==> config.mk <==
export PLATFORM = sky130hd
export DESIGN_NAME = wakeup_flags_reset_entry
export DESIGN_NICKNAME = d
export VERILOG_FILES = /design/src/hdl/wake_reset_pkg.sv /design/src/hdl/wake_edge_detect.sv /design/src/hdl/wakeup_flags_reset_entry.sv
export SDC_FILE = /design/constraint.sdc
export NUM_CORES = 1
export LEC_CHECK = 0
export BUFFER_PORTS_ARGS = -buffer_cell sky130_fd_sc_hd__buf_2
export CAP_MARGIN = 20
export CORE_MARGIN = 5
export CORE_UTILIZATION = 50
export CTS_BUF_LIST = sky130_fd_sc_hd__clkbuf_4
export CTS_CLUSTER_SIZE = 12
export DETAILED_ROUTE_END_ITERATION = 7
export PLACE_DENSITY = 0.76
export SYNTH_ARGS = -nofsm -noshare
export SYNTH_HDL_FRONTEND = slang
export SYNTH_SLANG_ARGS = --single-unit
export TNS_END_PERCENT = 30
==> constraint.sdc <==
create_clock -name clk_sys_i -period 3 [get_ports clk_sys_i]
set_clock_uncertainty 0.1 [all_clocks]
set_input_delay 0.9 -clock clk_sys_i [delete_from_list [all_inputs] [get_ports clk_sys_i]]
set_output_delay 0.9 -clock clk_sys_i [all_outputs]
set_load 0.05 [all_outputs]
==> src/hdl/wake_reset_pkg.sv <==
package wake_reset_pkg;
    // register map (byte addresses on the plain register port)
    localparam logic [3:0] addr_wake_flag = 4'h0;
    localparam logic [3:0] addr_wake_cfg = 4'h1;
    localparam logic [3:0] addr_edge_sel = 4'h2;
    localparam logic [3:0] addr_irq_status = 4'h3;
    localparam logic [3:0] addr_irq_mask = 4'h4;
    localparam logic [3:0] addr_seq_status = 4'h5;
    localparam logic [3:0] addr_first_done = 4'h6;
    // field layout of the wakeup flag register
    localparam int flag_count = 6;
    localparam logic [1:0] flag_reserved_val = 2'h3;
    localparam logic [5:0] flag_reset_val = 6'h00;
    localparam logic [5:0] cfg_reset_val = 6'h00;
    localparam logic [5:0] edge_reset_val = 6'h00;
    // interrupt status bits
    localparam int irq_bit_wake = 0;
    localparam int irq_bit_reset_done = 1;
    localparam logic [1:0] irq_mask_reset_val = 2'h0;
    // reset vector location and core-facing constants
    localparam logic [15:0] reset_vector_addr = 16'h0000;
    localparam logic [15:0] pc_reset_val = 16'h0000;
    // least reset low time: 10 system clock cycles
    localparam int reset_min_cycles = 10;
    localparam logic [3:0] reset_cnt_max = 4'(reset_min_cycles);
    // sequencer states
    typedef enum logic [2:0] {
        st_reset,
        st_set_mask,
        st_vec_fetch,
        st_vec_wait,
        st_first_instr,
        st_run
    } seq_state_e;
endpackage

==> src/hdl/wake_edge_detect.sv <==
`timescale 1ns/10ps
// synchronises the wake pins and flags the selected edge
module wake_edge_detect (
    input wire logic clk_sys_i,
    input wire logic rst_i,
    input wire logic ce_i,
    input wire logic [5:0] pin_i,
    input wire logic [5:0] edge_rise_i,
    output logic [5:0] edge_hit_o
);
    logic [5:0] sync_a; // first stage, read only by sync_b
    logic [5:0] sync_b; // second stage
    logic [5:0] prev; // delayed copy for edge detection

    // two-flop synchroniser plus history
    always_ff @(posedge clk_sys_i) begin
        if (rst_i) begin
            sync_a <= 6'h00;
            sync_b <= 6'h00;
            prev <= 6'h00;
        end else if (ce_i) begin
            sync_a <= pin_i;
            sync_b <= sync_a;
            prev <= sync_b;
        end
    end

    // per-pin edge choice: 1 selects rising, 0 falling
    always_comb begin
        for (int i = 0; i < 6; i++) begin
            edge_hit_o[i] = edge_rise_i[i] ? (sync_b[i] & ~prev[i]) : (~sync_b[i] & prev[i]); // RULE_13
        end
    end
endmodule

==> src/hdl/wakeup_flags_reset_entry.sv <==
`timescale 1ns/10ps
////////////////////////////////////////////////////////////////////////////////
// Functional notes
// RULE_01 - selected pin edge sets its flag
// RULE_02 - only a written 0 clears a flag
// RULE_03 - bits 7 and 6 read as 1
// RULE_04 - flags are 0 after reset
// RULE_05 - reset pin low halts everything immediately (here on the third clock edge, after the two-flop pin synchroniser)
// RULE_06 - reset initialises all block registers
// RULE_07 - source holds reset low 10 cycles
// RULE_08 - source holds reset until clock stable
// RULE_09 - reset release starts exception sequence
// RULE_10 - first step sets interrupt mask bit
// RULE_11 - fetch vector at 0000, load pc
// RULE_12 - refuse all interrupts until first instruction
// RULE_13 - each pin has own edge select
// RULE_14 - set beats clear in same cycle
module wakeup_flags_reset_entry (
    input wire logic clk_sys_i,
    input wire logic rst_i,
    input wire logic ce_i,
    input wire logic chip_clear_in_n_i,
    input wire logic [5:0] wake_pin_i,
    input wire logic [3:0] reg_addr_i,
    input wire logic [7:0] reg_wdata_i,
    input wire logic reg_wr_i,
    input wire logic reg_rd_i,
    output logic [7:0] reg_rdata_o,
    output logic irq_o,
    output logic core_halt_o,
    output logic cond_code_mask_o,
    output logic vec_rd_o,
    output logic [15:0] vec_addr_o,
    input wire logic [15:0] vec_data_i,
    output logic [15:0] pc_load_val_o,
    output logic pc_load_o,
    output logic intr_block_o,
    output logic wake_req_o
);
    ////////////////////////////////////////////////////////////////////////////
    // declarations
    logic clr_sync_a; // first synchroniser stage of the reset pin
    logic clr_sync_b; // synchronised reset pin, high means running
    logic in_clear; // internal clear: external reset or pin low
    logic [5:0] wake_req_flag; // wake_req_flag_5..0
    logic [5:0] wake_cfg; // 1 = pin used as interrupt input
    logic [5:0] edge_rise; // 1 = rising edge, 0 = falling
    logic [5:0] edge_hit; // edge events from the detector
    logic [1:0] irq_status; // sticky events
    logic [1:0] irq_mask; // 1 = enable event onto irq_o
    logic [3:0] low_cnt; // counts reset-low cycles, saturating
    logic low_long; // reset held long enough
    logic first_done_wr; // core reports first instruction executed
    wake_reset_pkg::seq_state_e state;
    wake_reset_pkg::seq_state_e next_state;
    logic [5:0] next_flag;
    logic [7:0] next_rdata;
    logic flag_wr; // write strobe aimed at the flag register
    logic status_rd; // read strobe aimed at the status register
    logic [5:0] wake_event; // edges on pins set up as interrupt inputs

    ////////////////////////////////////////////////////////////////////////////
    // helpers
    // one strobe at one register offset
    function automatic logic reg_hit(input logic strobe, input logic [3:0] addr, input logic [3:0] target);
        return strobe && (addr == target);
    endfunction

    // an edge counts only on a pin configured as interrupt input
    function automatic logic [5:0] live_edges(input logic [5:0] hits, input logic [5:0] cfg);
        return hits & cfg;
    endfunction

    // the reset pin is asynchronous to clk, so it passes two flops first
    always_ff @(posedge clk_sys_i) begin
        if (rst_i) begin
            clr_sync_a <= 1'b0;
            clr_sync_b <= 1'b0;
        end else begin
            clr_sync_a <= chip_clear_in_n_i;
            clr_sync_b <= clr_sync_a;
        end
    end

    // pin low acts regardless of clock enable, so halting does not wait for ce_i
    assign in_clear = rst_i | ~clr_sync_b; // RULE_05

    ////////////////////////////////////////////////////////////////////////////
    // edge detection
    wake_edge_detect u_edge (
        .clk_sys_i(clk_sys_i),
        .rst_i(in_clear),
        .ce_i(ce_i),
        .pin_i(wake_pin_i),
        .edge_rise_i(edge_rise),
        .edge_hit_o(edge_hit)
    );

    ////////////////////////////////////////////////////////////////////////////
    // strobe decode, shared by the processes below
    assign flag_wr = reg_hit(reg_wr_i, reg_addr_i, wake_reset_pkg::addr_wake_flag);
    assign status_rd = reg_hit(reg_rd_i, reg_addr_i, wake_reset_pkg::addr_irq_status);
    assign first_done_wr = reg_hit(reg_wr_i, reg_addr_i, wake_reset_pkg::addr_first_done);
    assign wake_event = live_edges(edge_hit, wake_cfg); // RULE_01

    ////////////////////////////////////////////////////////////////////////////
    // reset low time counter
    // counts while low; a too-short pulse still resets, but no new
    // sequence starts unless the minimum was reached
    always_ff @(posedge clk_sys_i) begin
        if (rst_i) begin
            low_cnt <= wake_reset_pkg::reset_cnt_max;
        end else if (!clr_sync_b) begin
            if (low_cnt != wake_reset_pkg::reset_cnt_max) begin
                low_cnt <= low_cnt + 4'h1;
            end
        end else if (state != wake_reset_pkg::st_reset || !low_long) begin
            low_cnt <= 4'h0; // rearm once running; a pulse below the minimum is forgotten
        end
    end
    assign low_long = (low_cnt == wake_reset_pkg::reset_cnt_max); // RULE_07

    ////////////////////////////////////////////////////////////////////////////
    // configuration registers
    always_ff @(posedge clk_sys_i) begin
        if (in_clear) begin
            wake_cfg <= wake_reset_pkg::cfg_reset_val; // RULE_06
            edge_rise <= wake_reset_pkg::edge_reset_val; // RULE_06
            irq_mask <= wake_reset_pkg::irq_mask_reset_val;
        end else if (ce_i && reg_wr_i) begin
            case (reg_addr_i)
                wake_reset_pkg::addr_wake_cfg: wake_cfg <= reg_wdata_i[5:0];
                wake_reset_pkg::addr_edge_sel: edge_rise <= reg_wdata_i[5:0]; // RULE_13
                wake_reset_pkg::addr_irq_mask: irq_mask <= reg_wdata_i[1:0];
                default: ;
            endcase
        end
    end

    ////////////////////////////////////////////////////////////////////////////
    // wakeup request flags
    // writing 0 clears, writing 1 leaves the bit; a new edge wins over clear
    always_comb begin
        next_flag = wake_req_flag;
        if (flag_wr) begin
            next_flag = wake_req_flag & reg_wdata_i[5:0]; // RULE_02
        end
        next_flag = next_flag | wake_event; // RULE_01 RULE_14
    end

    always_ff @(posedge clk_sys_i) begin
        if (in_clear) begin
            wake_req_flag <= wake_reset_pkg::flag_reset_val; // RULE_04
        end else if (ce_i) begin
            wake_req_flag <= next_flag;
        end
    end

    ////////////////////////////////////////////////////////////////////////////
    // reset exception sequencer
    always_comb begin
        next_state = state;
        case (state)
            wake_reset_pkg::st_reset: begin
                if (low_long) begin
                    next_state = wake_reset_pkg::st_set_mask; // RULE_09
                end
            end
            wake_reset_pkg::st_set_mask: next_state = wake_reset_pkg::st_vec_fetch; // RULE_10
            wake_reset_pkg::st_vec_fetch: next_state = wake_reset_pkg::st_vec_wait;
            wake_reset_pkg::st_vec_wait: next_state = wake_reset_pkg::st_first_instr; // RULE_11
            wake_reset_pkg::st_first_instr: begin
                if (first_done_wr) begin
                    next_state = wake_reset_pkg::st_run;
                end
            end
            wake_reset_pkg::st_run: next_state = wake_reset_pkg::st_run;
            default: next_state = wake_reset_pkg::st_reset;
        endcase
    end

    // in reset the sequencer sits in st_reset; it leaves only after release
    always_ff @(posedge clk_sys_i) begin
        if (in_clear) begin
            state <= wake_reset_pkg::st_reset; // RULE_05
        end else if (ce_i) begin
            state <= next_state;
        end
    end

    ////////////////////////////////////////////////////////////////////////////
    // core-facing outputs, all straight from flops, one process per concern

    // halt: raised by any clear, dropped together with the pc load pulse
    always_ff @(posedge clk_sys_i) begin
        if (in_clear) begin
            core_halt_o <= 1'b1; // RULE_05
        end else if (ce_i) begin
            if (state == wake_reset_pkg::st_vec_wait) begin
                core_halt_o <= 1'b0; // core starts fetching at the vector
            end
        end
    end

    // interrupt mask bit: set as the first step, handed back once running
    always_ff @(posedge clk_sys_i) begin
        if (in_clear) begin
            cond_code_mask_o <= 1'b0; // RULE_06
        end else if (ce_i) begin
            if (state == wake_reset_pkg::st_set_mask) begin
                cond_code_mask_o <= 1'b1; // RULE_10
            end else if (state == wake_reset_pkg::st_run) begin
                cond_code_mask_o <= 1'b0; // execution owns the mask from here
            end
        end
    end

    // vector read request: one pulse, issued as the fetch state is entered
    always_ff @(posedge clk_sys_i) begin
        if (in_clear) begin
            vec_rd_o <= 1'b0;
            vec_addr_o <= wake_reset_pkg::reset_vector_addr;
        end else if (ce_i) begin
            vec_rd_o <= (next_state == wake_reset_pkg::st_vec_fetch);
            vec_addr_o <= wake_reset_pkg::reset_vector_addr; // RULE_11
        end
    end

    // pc load: the word is taken in the cycle after the request, while it stands
    always_ff @(posedge clk_sys_i) begin
        if (in_clear) begin
            pc_load_o <= 1'b0;
            pc_load_val_o <= wake_reset_pkg::pc_reset_val;
        end else if (ce_i) begin
            pc_load_o <= 1'b0; // one-cycle pulse
            if (state == wake_reset_pkg::st_vec_wait) begin
                pc_load_val_o <= vec_data_i; // RULE_11
                pc_load_o <= 1'b1;
            end
        end
    end

    // interrupt gate: closed from reset until the first instruction has run
    always_ff @(posedge clk_sys_i) begin
        if (in_clear) begin
            intr_block_o <= 1'b1; // RULE_12
        end else if (ce_i) begin
            intr_block_o <= (next_state != wake_reset_pkg::st_run); // RULE_12
        end
    end

    ////////////////////////////////////////////////////////////////////////////
    // interrupt status: sticky, cleared by reading it; set beats clear
    always_ff @(posedge clk_sys_i) begin
        if (in_clear) begin
            irq_status <= 2'h0;
        end else if (ce_i) begin
            irq_status <= status_rd ? 2'h0 : irq_status;
            if (|wake_event) begin
                irq_status[wake_reset_pkg::irq_bit_wake] <= 1'b1;
            end
            if (state == wake_reset_pkg::st_first_instr && first_done_wr) begin
                irq_status[wake_reset_pkg::irq_bit_reset_done] <= 1'b1;
            end
        end
    end

    // interrupt output held off until the first instruction has run
    always_ff @(posedge clk_sys_i) begin
        if (in_clear) begin
            irq_o <= 1'b0;
        end else if (ce_i) begin
            irq_o <= |(irq_status & irq_mask) && state == wake_reset_pkg::st_run; // RULE_12
        end
    end

    // wake request level: any flag set, behind the same gate as the interrupt
    always_ff @(posedge clk_sys_i) begin
        if (in_clear) begin
            wake_req_o <= 1'b0;
        end else if (ce_i) begin
            wake_req_o <= |next_flag && state == wake_reset_pkg::st_run; // RULE_12
        end
    end

    ////////////////////////////////////////////////////////////////////////////
    // read path: data one cycle after the strobe, unmapped reads zero
    always_comb begin
        case (reg_addr_i)
            wake_reset_pkg::addr_wake_flag: next_rdata = {wake_reset_pkg::flag_reserved_val, wake_req_flag}; // RULE_03
            wake_reset_pkg::addr_wake_cfg: next_rdata = {2'h0, wake_cfg};
            wake_reset_pkg::addr_edge_sel: next_rdata = {2'h0, edge_rise};
            wake_reset_pkg::addr_irq_status: next_rdata = {6'h00, irq_status};
            wake_reset_pkg::addr_irq_mask: next_rdata = {6'h00, irq_mask};
            wake_reset_pkg::addr_seq_status: next_rdata = {4'h0, intr_block_o, 3'(state)};
            default: next_rdata = 8'h00;
        endcase
    end

    always_ff @(posedge clk_sys_i) begin
        if (in_clear) begin
            reg_rdata_o <= 8'h00;
        end else if (ce_i) begin
            reg_rdata_o <= reg_rd_i ? next_rdata : 8'h00;
        end
    end
endmodule

### Word level (Yosys, flattened, before mapping)

Cells that the tools add are included.

| cells by class | value |
|---|---|
| $add $sub $neg | 1 |
| bitwise operators | 30 |
| reduce and logical (&&, ||, !) cells | 27 |
| eq/ne operators | 16 |
| muxes and demuxes | 21 |

Operator list:

| operator | number |
|---|---|
| 8-bit case mux with 6 select lines | 1 |
| 3-bit case mux with 6 select lines | 1 |
| 2-bit AND reduction | 8 |
| 1-bit inverter | 13 |
| 1-bit AND | 12 |
| 6-bit AND | 2 |
| 4-bit by 3-bit equality test with 1-bit output (second input constant) | 3 |
| 4-bit two-way mux | 3 |
| 6-bit OR reduction | 2 |
| 1-bit two-way mux | 11 |
| 3-bit by 2-bit equality test with 1-bit output (second input constant) | 3 |
| 4-bit by 2-bit equality test with 1-bit output (second input constant) | 2 |
| 8-bit two-way mux | 1 |
| 2-bit nonzero test | 4 |
| 1-bit logical AND | 7 |
| 3-bit equality test (second input constant) | 2 |
| 3-bit two-way mux | 2 |
| 6-bit two-way mux | 1 |
| 6-bit OR | 1 |
| 4-bit by 1-bit adder with 4-bit output (second input constant) | 1 |
| 4-bit by 1-bit equality test with 1-bit output (second input constant) | 1 |
| 4-bit equality test (second input constant) | 1 |
| 4-bit logical NOT | 1 |
| 4-bit inequality test (second input constant) | 1 |
| other kinds (11) | 11 |

| storage, ports and cells | value |
|---|---|
| word-level logic and storage cells | 117 |
| bits of input ports | 40 |
| register bits | 80 |

### Logic depth before layout (Yosys ltp)

Gate-level depths: netlist of run 1.

| depth | value |
|---|---|
| depth after elaboration | 7 |
| gate-level depth with buffers | 7 |
| gate-level depth less buffers | 6 |

### Cells and area by module

A second synthesis of run 1 with hierarchy kept.

| second synthesis, totals | value |
|---|---|
| cell total of the unflattened synthesis | 413 |
| area, all modules | 3539.6 µm² |

By module, submodules not included:

| module | times used | cells an instance | seq. area each (µm²) | area an instance (µm²) |
|---|---|---|---|---|
| wakeup_flags_reset_entry | 1 | 337 | 1221.2 | 2792.7 |
| wake_edge_detect | 1 | 76 | 360.3 | 747.0 |

### Worst setup path after synthesis of run 1

OpenSTA, ideal clock, no wires.

| timing | value |
|---|---|
| path kind | input to register |
| start | in reg_addr_i[1] |
| end | reg wake_req_o |
| path slack | 0.487 ns |
| setup time | 0.133 ns |
| data arrival time | 2.279 ns |
| cell stages on the path | 7 |
| cells stage by stage | buf_6 > or4b_4 > buf_6 > or2_4 > o21ai_0 > and4_1 > a311oi_1 |

| on the way | value |
|---|---|
| word-level cells in the longest chain between the ends | 6 |

Ends and longest elaborated chain:

| element | line | text |
|---|---|---|
| from (decl) | wakeup_flags_reset_entry.sv:24 | `input wire logic [3:0] reg_addr_i,` |
| 4-bit logical NOT | wakeup_flags_reset_entry.sv:66 | `return strobe && (addr == target);` |
| 1-bit logical AND | wakeup_flags_reset_entry.sv:66 |  |
| 6-bit two-way mux | wakeup_flags_reset_entry.sv:145 | `if (flag_wr) begin` |
| 6-bit OR | wakeup_flags_reset_entry.sv:148 | `next_flag = next_flag \| wake_event;` |
| 6-bit OR reduction | wakeup_flags_reset_entry.sv:282 | `wake_req_o <= \|next_flag && state == wake_reset_pkg::st_run;` |
| 1-bit logical AND | wakeup_flags_reset_entry.sv:282 |  |
| to (signal assigned) | wakeup_flags_reset_entry.sv:282 |  |
| to (decl) | wakeup_flags_reset_entry.sv:38 | `output logic wake_req_o` |

Every way passes these cells.
A chain may end at the register's enable or synchronous reset.

### Worst setup path after layout of run 1

| timing | value |
|---|---|
| start | in reg_addr_i[3] |
| end | reg wake_req_o |

The elaborated chain is that of the path after synthesis.

==> run metrics, run 1 <==
outcome complete, no violations; PostCTS Resize Cnt 0; R2R cell count 4; Worst Tran Pin Value 0.672 ns; cell area after synthesis 3540 um^2; Max-cap violations 0; HPWL after DPL 5.88 mm; CTS tree done; setup ws final 0.786 ns; Final Setup Violations 0; CP Launch Type input pin; post-CTS setup buffers 0; CP peak stage delay 0.60 ns; Max Fclk 0.452 GHz; final hold vios 0; remaining routing DRC violations 0; first-pass GRT wire length 13.6 mm; DR WL met3 488 um; Max Root-Sink Buffers 2; nets 529; Post-synth ARST share 0; worst hold path class reg2reg; Clock Latency Late Sink 0.44 ns; die area 8860 um^2; synthesis-to-layout area growth 14.4%; layout cells sized above 1 0.209; GRT overflow 0; All-Layer GR Usage 0.192; Total Neg Setup Slack 0 ns; Worst Path Required 3.20 ns; Crit path depth 6; Die W 94.1 um; routability congestion estimate 0.880; final max-slew violation count 0; remaining antenna violation count 0; Arr. time, crit path 2.41 ns; multi-input logic area 1760 um^2; uppermost layer routed met4; Setup crit start reg_addr_i[3]; Non-Filler Instances 588; clk slew on worst S/H paths 0.14 ns; Yosys reg bits 79; CTS root buf clkbuf_4; Post-CTS Hold Fix Bufs 0; initial antenna violation count 0; maximum fanout along the worst path 12; Worst slew margin 0.551; commonest non-fill, non-tap cells in the layout dfxtp_1 (79), buf_2 (68), nand2_1 (66), a21oi_1 (47), nor2_1 (41); Setup crit end kind register; fillers 645; vias per cell 5.20; synth top area cells dfxtp_1 (45%), mux2i_1 (8.5%), nand2_1 (7.0%), a21oi_1 (6.6%), o21ai_0 (4.5%); vias in the first global route 2903; DRT iter0 DRCs 166; unrepaired setup endpoints after global routing no; I/O Buffers 68; CORE AREA 6830 um^2; reg2reg start state[0]; pre-CTS setup slack 0.320 ns; IO Count 87; total wire length 8.08 mm; Rows 30; DIE HEIGHT 94.1 um; placed cells 572; Peak VDD IR 0.255 mV; r2r endpoint core_halt_o; CP max stage cell or4b_4; met1 wire length 3.46 mm; pin count of the biggest net entering global routing 32; Initial Util 0.518; # diodes 0; Crit path max-delay family simple AND/OR/NAND/NOR gates; CP Buf/Inv Count 1; CP cell instances buf_2 > or4b_4 > or2_4 > o21ai_0 > and3_1 > a311oi_1; htree depth 3; Synth warnings 0; Critical Path End wake_req_o; clock sinks 79; met2 wire length 4.02 mm; CTS Buf Count 9; DR vias 3056; fin crit period 2.21 ns; Distinct cells, synth 45; post-synth top area share 0.447; WS Path Type in2reg; TritonRoute pass-1 iters 4; Main synth FF type dfxtp_1; Avg WL per Cell 13.7 um; Worst Hold Launch core_halt_o; power per cell area 502 nW/um^2; total power draw 0.00203 W; Pleak 1.64 nW; flop2flop setup slack 1.26 ns; Period Utilization, post-route 0.738; commonest non-fill, non-tap cell in the layout dfxtp_1; leading area contributor after synthesis dfxtp_1; WHS 0.355 ns; Post-Synthesis Cells 425; register area 1580 um^2; EDFF count, synth 0; Syn Area/Cell 8.33 um^2; sequential area share after synthesis 0.447
[Yosys cell counts (6+ instances only)]
library cell  number
and3b_1            8
nor3_1             6
buf_4             17
mux2i_1           30
nor2b_1           10
a21oi_1           47
nand2_1           66
o21ai_0           32
nor3b_1           11
nor2_1            41
clkbuf_1          18
dfxtp_1           79
or2_2              6
[sequential cells by signal (all words and copies together), names as in the netlist, 2 cells and up]
name	cells
u_edge.sync_a	6
irq_status	2
wake_cfg	6
u_edge.prev	6
reg_rdata_o	7
irq_mask	2
pc_load_val_o	16
state	3
wake_req_flag	6
low_cnt	4
edge_rise	6
u_edge.sync_b	6
[worst reg2reg max path, stage by stage, from the launching register on]
cell	delay, ns
dfxtp_1	0.49
nor2b_1	0.25
nand3_1	0.51
nand2_1	0.23
nand2_1	0.06
[report_power, final]
part / switching, W / leakage, nW / internal (W)
Combinational: 0.000165 / 0.928 / 0.0000932
Clock: 0.000413 / 0.0770 / 0.000271
Sequential: 0.0000212 / 0.637 / 0.00107
Total: 0.000599 / 1.64 / 0.00143
[logic make-up (layout without fill, tap and decap cells)]
logic type / after synthesis / after routing / share of synthesized area
mux: 30 / 30 / 0.0848
simple gates: 168 / 168 / 0.232
flops: 79 / 79 / 0.447
other cells: 1 / 16 / 0.00106
buf+inv: 46 / 98 / 0.0714
compound gates: 97 / 97 / 0.152
fa+ha+maj: 2 / 2 / 0.00707
xor+xnor: 2 / 2 / 0.00495
[layer usage]
| layer | global-route usage | vias to the layer above |
|---|---|---|
| met5 | 0 | - |
| met4 | 0.0794 | 0 |
| met3 | 0.0433 | 10 |
| met2 | 0.321 | 82 |
| met1 | 0.238 | 1411 |
| li1 | - | 1553 |
[metrics by stage]
stage	utilization	area, um^2
after floorplan	-	3600
after global placement	0.570	3900
after detailed placement	0.570	3900
after CTS	0.593	4050
after global routing	0.593	4050
final	0.593	4050
[layout make-up]
type,instances,share of cell area
Inverter,4,0.00371
Clock buffer,9,0.0167
Sequential cell,79,0.391
Multi-Input combinational cell,315,0.436
Timing Repair Buffer,78,0.103
Clock inverter,7,0.0210
Tap cell,96,0.0297
[how the worst min path moves through the flow]
| stage | end | slack [ns] | cells after the start |
|---|---|---|---|
| 2_1_floorplan | clr_sync_b | 0.31 | 1 |
| 3_3_place_gp | clr_sync_b | 0.33 | 1 |
| 3_5_place_dp | clr_sync_b | 0.33 | 1 |
| 4_1_cts | reg_rdata_o[0] | 0.35 | 2 |
| 5_1_grt | reg_rdata_o[0] | 0.38 | 2 |
| 6_report | core_halt_o | 0.36 | 2 |
(Power assumes the default switching activity.)
==> run 2: changes to the inputs <==
PLACE_DENSITY = 0.79   (was 0.76)
clock period = 1.91 ns   (was 3 ns; I/O delays follow)
==> run 2 against run 1 <==
  * Non-clock buffer count rose by 11
  * Cell count rose by 1.9%
  * First-iteration DRC count rose by 16%
  * Hold slack got worse by 0.099 ns
  * Final area rose by 2.1%
  * Worst setup slack got worse by 0.67 ns
  * Critical endpoint is now intr_block_o
  * Largest power group unchanged
  * Highest routed layer unchanged
==> run metrics, run 2 (same netlist as run 1, synthesis figures left out) <==
outcome complete, no violations; Post-Route Utilization 0.605 (+0.0123); power per cell area 756 nW/um^2 (+51%); Max Fclk 0.556 GHz; remaining routing DRC violations 0 (unchanged); commonest non-fill, non-tap cells in the layout dfxtp_1 (79), buf_2 (68), nand2_1 (66), a21oi_1 (47), nor2_1 (41); final max-slew violation count 0 (unchanged); Period Utilization, post-route 0.942; Hold Path Depth 2 (unchanged); Avg WL per Cell 13.4 um (-2.2%); Clk pwr share 0.318 (-0.018); clk slew on worst S/H paths 0.12 ns (-0.02 ns); CTS root buf clkbuf_4; Final Setup Violations 0 (unchanged); R2R cell count 6 (+2); CTS tree done; placed cells 583 (+1.9%); Worst Path Required 1.24 ns (-1.96 ns); CP peak stage delay 0.41 ns (-0.19 ns); TritonRoute pass-1 iters 5 (+1); post-route cell area 4130 um^2 (+2.1%); DIE HEIGHT 94.1 um (unchanged); WHS 0.257 ns (-0.0985 ns); maximum fanout along the worst path 3 (-9); Die W 94.1 um (unchanged); Sequential Power Share 0.549 (+0.012); Non-Filler Instances 599 (+1.9%); Worst Hold Launch chip_clear_in_n_i; Post-CTS Hold Fix Bufs 0 (unchanged); clock sinks 79 (unchanged); worst hold path class in2reg; WS Path Type reg2out; DP Area 3990 um^2 (+2.4%); Total Neg Setup Slack 0 ns (unchanged); Reg with most FFs pc_load_val_o; Crit path max-delay family flip-flops; CP cell instances buf_2; routability congestion estimate 0.880 (about the same); nets 540 (+2.1%); commonest non-fill, non-tap cell in the layout dfxtp_1; CP Buf/Inv Count 1 (unchanged); Net Sw Power 0.000862 W (+44%); I/O Buffers 68 (unchanged); CP Launch Type register; DR vias 3144 (+2.9%); fin crit period 1.80 ns; Rows 30 (unchanged); flop2flop setup slack 0.34 ns (-0.92 ns); sw frac 0.276 (-0.0188); PostCTS Resize Cnt 0 (unchanged); Arr. time, crit path 1.13 ns (-1.28 ns); Setup crit end kind output port; IO Count 87 (unchanged); Pleak 1.70 nW (+3.2%); HPWL after DPL 6.05 mm (+2.9%); remaining antenna violation count 0 (unchanged); vias in the first global route 3005 (+3.5%); vias per cell 5.25 (+0.99%); All-Layer GR Usage 0.189 (-0.00312); CP max stage cell dfxtp_1; htree depth 3 (unchanged); layout cells sized above 1 0.227 (+0.0173); Max-cap violations 0 (unchanged); Clock Latency Late Sink 0.43 ns (about the same); initial antenna violation count 0 (unchanged); Combinational Power Share 0.133 (+0.006); total wire length 8.05 mm (-0.33%); Peak VDD IR 0.346 mV (+36%); unrepaired setup endpoints after global routing no; die area 8860 um^2 (unchanged); r2r endpoint state[0]; first-pass GRT wire length 13.6 mm (-0.21%); Setup crit start intr_block_o; max reg flops 16 (unchanged); Initial Util 0.518 (unchanged); GRT overflow 0 (unchanged); final hold vios 0 (unchanged); WHS Endpoint clr_sync_a; # diodes 0 (unchanged); DRT iter0 DRCs 193 (+16%); CORE AREA 6830 um^2 (unchanged); Int Pwr 0.00226 W (+58%); pin count of the biggest net entering global routing 33 (+3.1%); reg2reg start low_cnt[0]; Max Root-Sink Buffers 2 (unchanged); synthesis-to-layout area growth 16.8%; post-CTS setup buffers 0 (unchanged); Largest regs pc_load_val_o x16, reg_rdata_o x7; fillers 650 (+0.78%); CTS Buf Count 9 (unchanged)
==> run 2: metal layers <==
metal,GRT usage,routed length [um],vias up
li1,-,-,1586
met1,0.222,3470,1460
met2,0.334,4010,79
met3,0.0369,417,19
met4,0.0794,156,0
met5,0,0,-
==> run 2: layout make-up <==
type | instances | area, um^2 | share of cell area
Tap cell | 96 | 120 | 0.0291
Timing Repair Buffer | 89 | 510 | 0.124
Clock inverter | 5 | 58.8 | 0.0142
Clock buffer | 11 | 82.6 | 0.0200
Multi-Input combinational cell | 315 | 1760 | 0.427
Inverter | 4 | 15.0 | 0.00363
Sequential cell | 79 | 1580 | 0.383
==> run 2: worst reg2reg max path, cell delays in order, from the launching register on <==
cell      delay, ns
dfxtp_1        0.43
inv_1          0.07
ha_1           0.18
and3b_1        0.21
o21ai_0        0.19
o211ai_1       0.15
o211a_1        0.14
==> run 2: power groups by stage <==
stage / registers, W / logic, W / clock network (W)
2_1_floorplan: 0.00174 / 0.000329 / 0
3_5_place_dp: 0.00175 / 0.000416 / 0
4_1_cts: 0.00171 / 0.000417 / 0.00102
6_report: 0.00171 / 0.000417 / 0.000994
5_1_grt: 0.00172 / 0.000461 / 0.00109
3_3_place_gp: 0.00175 / 0.000400 / 0
==> run 2: per-stage QoR <==
stage	worst slack [ns]	total power (W)
floorplan	-0.239	0.00207
global placement	-0.232	0.00215
detailed placement	-0.255	0.00217
CTS	0.108	0.00315
global route	0.0906	0.00327
finish	0.112	0.00313
==> run 2: how the worst max path moves through the flow <==
stage               slack, ns            to  depth (start not counted)
finish                   0.11  intr_block_o                          1
global route             0.09    wake_req_o                          1
CTS                      0.11  intr_block_o                          1
detailed placement      -0.25    wake_req_o                          6
global placement        -0.23    wake_req_o                          6
floorplan               -0.24    wake_req_o                          7
==> run 3: changes to the inputs <==
PLACE_DENSITY = 0.76   (was 0.79)
clock period = 2.1 ns   (was 1.91 ns; I/O delays follow)
==> run 3 against run 2 <==
  * Global-route usage about the same
  * Critical endpoint is now wake_req_o
  * Via count decreased by 0.76%
  * Highest routed layer unchanged
  * First-iteration DRC count decreased by 13%
  * Hold slack improved by 0.036 ns
==> run metrics, run 3 (same netlist as run 1, synthesis figures left out) <==
routability congestion estimate 0.862 (-2.1%); Die W 94.1 um (unchanged); DR vias 3120 (-0.76%); die area 8860 um^2 (unchanged); CORE AREA 6830 um^2 (unchanged); R2R cell count 5 (-1); TritonRoute pass-1 iters 4 (-1); Combinational Power Share 0.130 (-0.003); commonest non-fill, non-tap cell in the layout dfxtp_1; remaining antenna violation count 0 (unchanged); final max-slew violation count 0 (unchanged); nets 540 (unchanged); clk slew on worst S/H paths 0.13 ns (about the same); Max Root-Sink Buffers 2 (unchanged); vias per cell 5.21 (-0.76%); outcome complete, no violations; placed cells 583 (unchanged); fin crit period 1.87 ns; Arr. time, crit path 1.14 ns (about the same); clock sinks 79 (unchanged); Largest regs pc_load_val_o x16, reg_rdata_o x7; Setup crit start wake_req_o; post-CTS setup buffers 0 (unchanged); Total Neg Setup Slack 0 ns (unchanged); All-Layer GR Usage 0.189 (about the same); Initial Util 0.518 (unchanged); Peak VDD IR 0.468 mV (+35%); Clock Latency Late Sink 0.45 ns (+0.02 ns); CTS Buf Count 9 (unchanged); layout cells sized above 1 0.227 (unchanged); vias in the first global route 2885 (-4.0%); CP max stage cell dfxtp_1; initial antenna violation count 0 (unchanged); GRT overflow 0 (unchanged); max reg flops 16 (unchanged); CP peak stage delay 0.41 ns (about the same); DIE HEIGHT 94.1 um (unchanged); Max-cap violations 0 (unchanged); PostCTS Resize Cnt 0 (unchanged); worst hold path class in2reg; Max Fclk 0.535 GHz; CTS root buf clkbuf_4; unrepaired setup endpoints after global routing no; Non-Filler Instances 599 (unchanged); Crit path max-delay family flip-flops; # diodes 0 (unchanged); DRT iter0 DRCs 168 (-13%); sw frac 0.293 (+0.0177); WS Path Type reg2out; remaining routing DRC violations 0 (unchanged); Critical Path End wake_req_o; Worst Path Required 1.37 ns (+0.13 ns); CP Buf/Inv Count 1 (unchanged); multi-input logic area 1760 um^2 (unchanged); Final Setup Violations 0 (unchanged); first-pass GRT wire length 13.5 mm (-0.81%); Pleak 1.70 nW (+0.43%); Period Utilization, post-route 0.891; htree depth 3 (unchanged); Net Sw Power 0.000856 W (-0.72%); WHS 0.293 ns (+0.0365 ns); final hold vios 0 (unchanged); r2r endpoint low_cnt[1]; CTS tree done; Clk pwr share 0.335 (+0.017); total power draw 0.00292 W (-6.7%); register area 1580 um^2 (unchanged); HPWL after DPL 6.01 mm (-0.65%); Setup crit end kind output port; pre-CTS setup slack -0.123 ns (+0.132 ns); reg2reg start low_cnt[0]; total wire length 8.05 mm (about the same); flop2flop setup slack 0.54 ns (+0.20 ns); Int Pwr 0.00206 W (-9.0%); Rows 30 (unchanged); Post-CTS Hold Fix Bufs 0 (unchanged); Crit path depth 1 (unchanged); CP Launch Type register; synthesis-to-layout area growth 17.1%; I/O Buffers 68 (unchanged); maximum fanout along the worst path 2 (-1); fillers 623 (-4.2%); setup ws final 0.230 ns (+0.118 ns); power per cell area 703 nW/um^2 (-7.0%); Sequential Power Share 0.535 (-0.014); commonest non-fill, non-tap cells in the layout dfxtp_1 (79), buf_2 (68), nand2_1 (66), a21oi_1 (47), nor2_1 (41); Avg WL per Cell 13.4 um (about the same); Reg with most FFs pc_load_val_o; CP cell instances buf_2; IO Count 87 (unchanged); pin count of the biggest net entering global routing 24 (-27%)
run 3: cell types whose count changed in the layout (fill, tap and decap cells not counted):
cell / change
inv_8: +2
inv_6: +2
clkinv_2: -1
clkinvlp_4: -1
clkbuf_4: -2
run 3: power by group through the flow:
| stage | clock, W | sequential [W] | combinational [W] |
|---|---|---|---|
| 3_5_place_dp | 0 | 0.00159 | 0.000379 |
| 4_1_cts | 0.000999 | 0.00156 | 0.000380 |
| 2_1_floorplan | 0 | 0.00158 | 0.000299 |
| 3_3_place_gp | 0 | 0.00159 | 0.000362 |
| 6_report | 0.000977 | 0.00156 | 0.000379 |
| 5_1_grt | 0.00108 | 0.00157 | 0.000421 |
run 3: final cells by class:
| class | count | area share |
|---|---|---|
| clock inverters | 7 | 0.0208 |
| repair buffers | 89 | 0.123 |
| clock buffers | 9 | 0.0163 |
| well taps | 96 | 0.0290 |
| flip-flops and latches | 79 | 0.382 |
| multi-input cells | 315 | 0.426 |
| inverters | 4 | 0.00362 |
run 3: how the worst min path moves through the flow:
stage | from | end | slack (ns) | cells past startpoint
5_1_grt | vec_data_i[7] | pc_load_val_o[7] | 0.29 | 3
4_1_cts | chip_clear_in_n_i | clr_sync_a | 0.28 | 2
6_report | chip_clear_in_n_i | clr_sync_a | 0.29 | 2
3_3_place_gp | clr_sync_a | clr_sync_b | 0.33 | 1
3_5_place_dp | core_halt_o | core_halt_o | 0.34 | 2
2_1_floorplan | clr_sync_a | clr_sync_b | 0.31 | 1
run 3: stage by stage:
step                      instance area [um^2]   util
after floorplan                           3600      -
after global placement                    3990  0.584
after detailed placement                  3990  0.584
after CTS                                 4150  0.607
after global routing                      4150  0.607
final                                     4150  0.607
run 3: routing by layer:
metal  GRT usage  part of all wire  routed length (um)  vias to the layer above
met1       0.238              0.45                3590                     1450
met2       0.318              0.49                3910                       79
li1            -                 -                   -                     1578
met4      0.0710             0.017                 133                        0
met3      0.0385             0.053                 427                       13
met5           0                 0                   0                        -
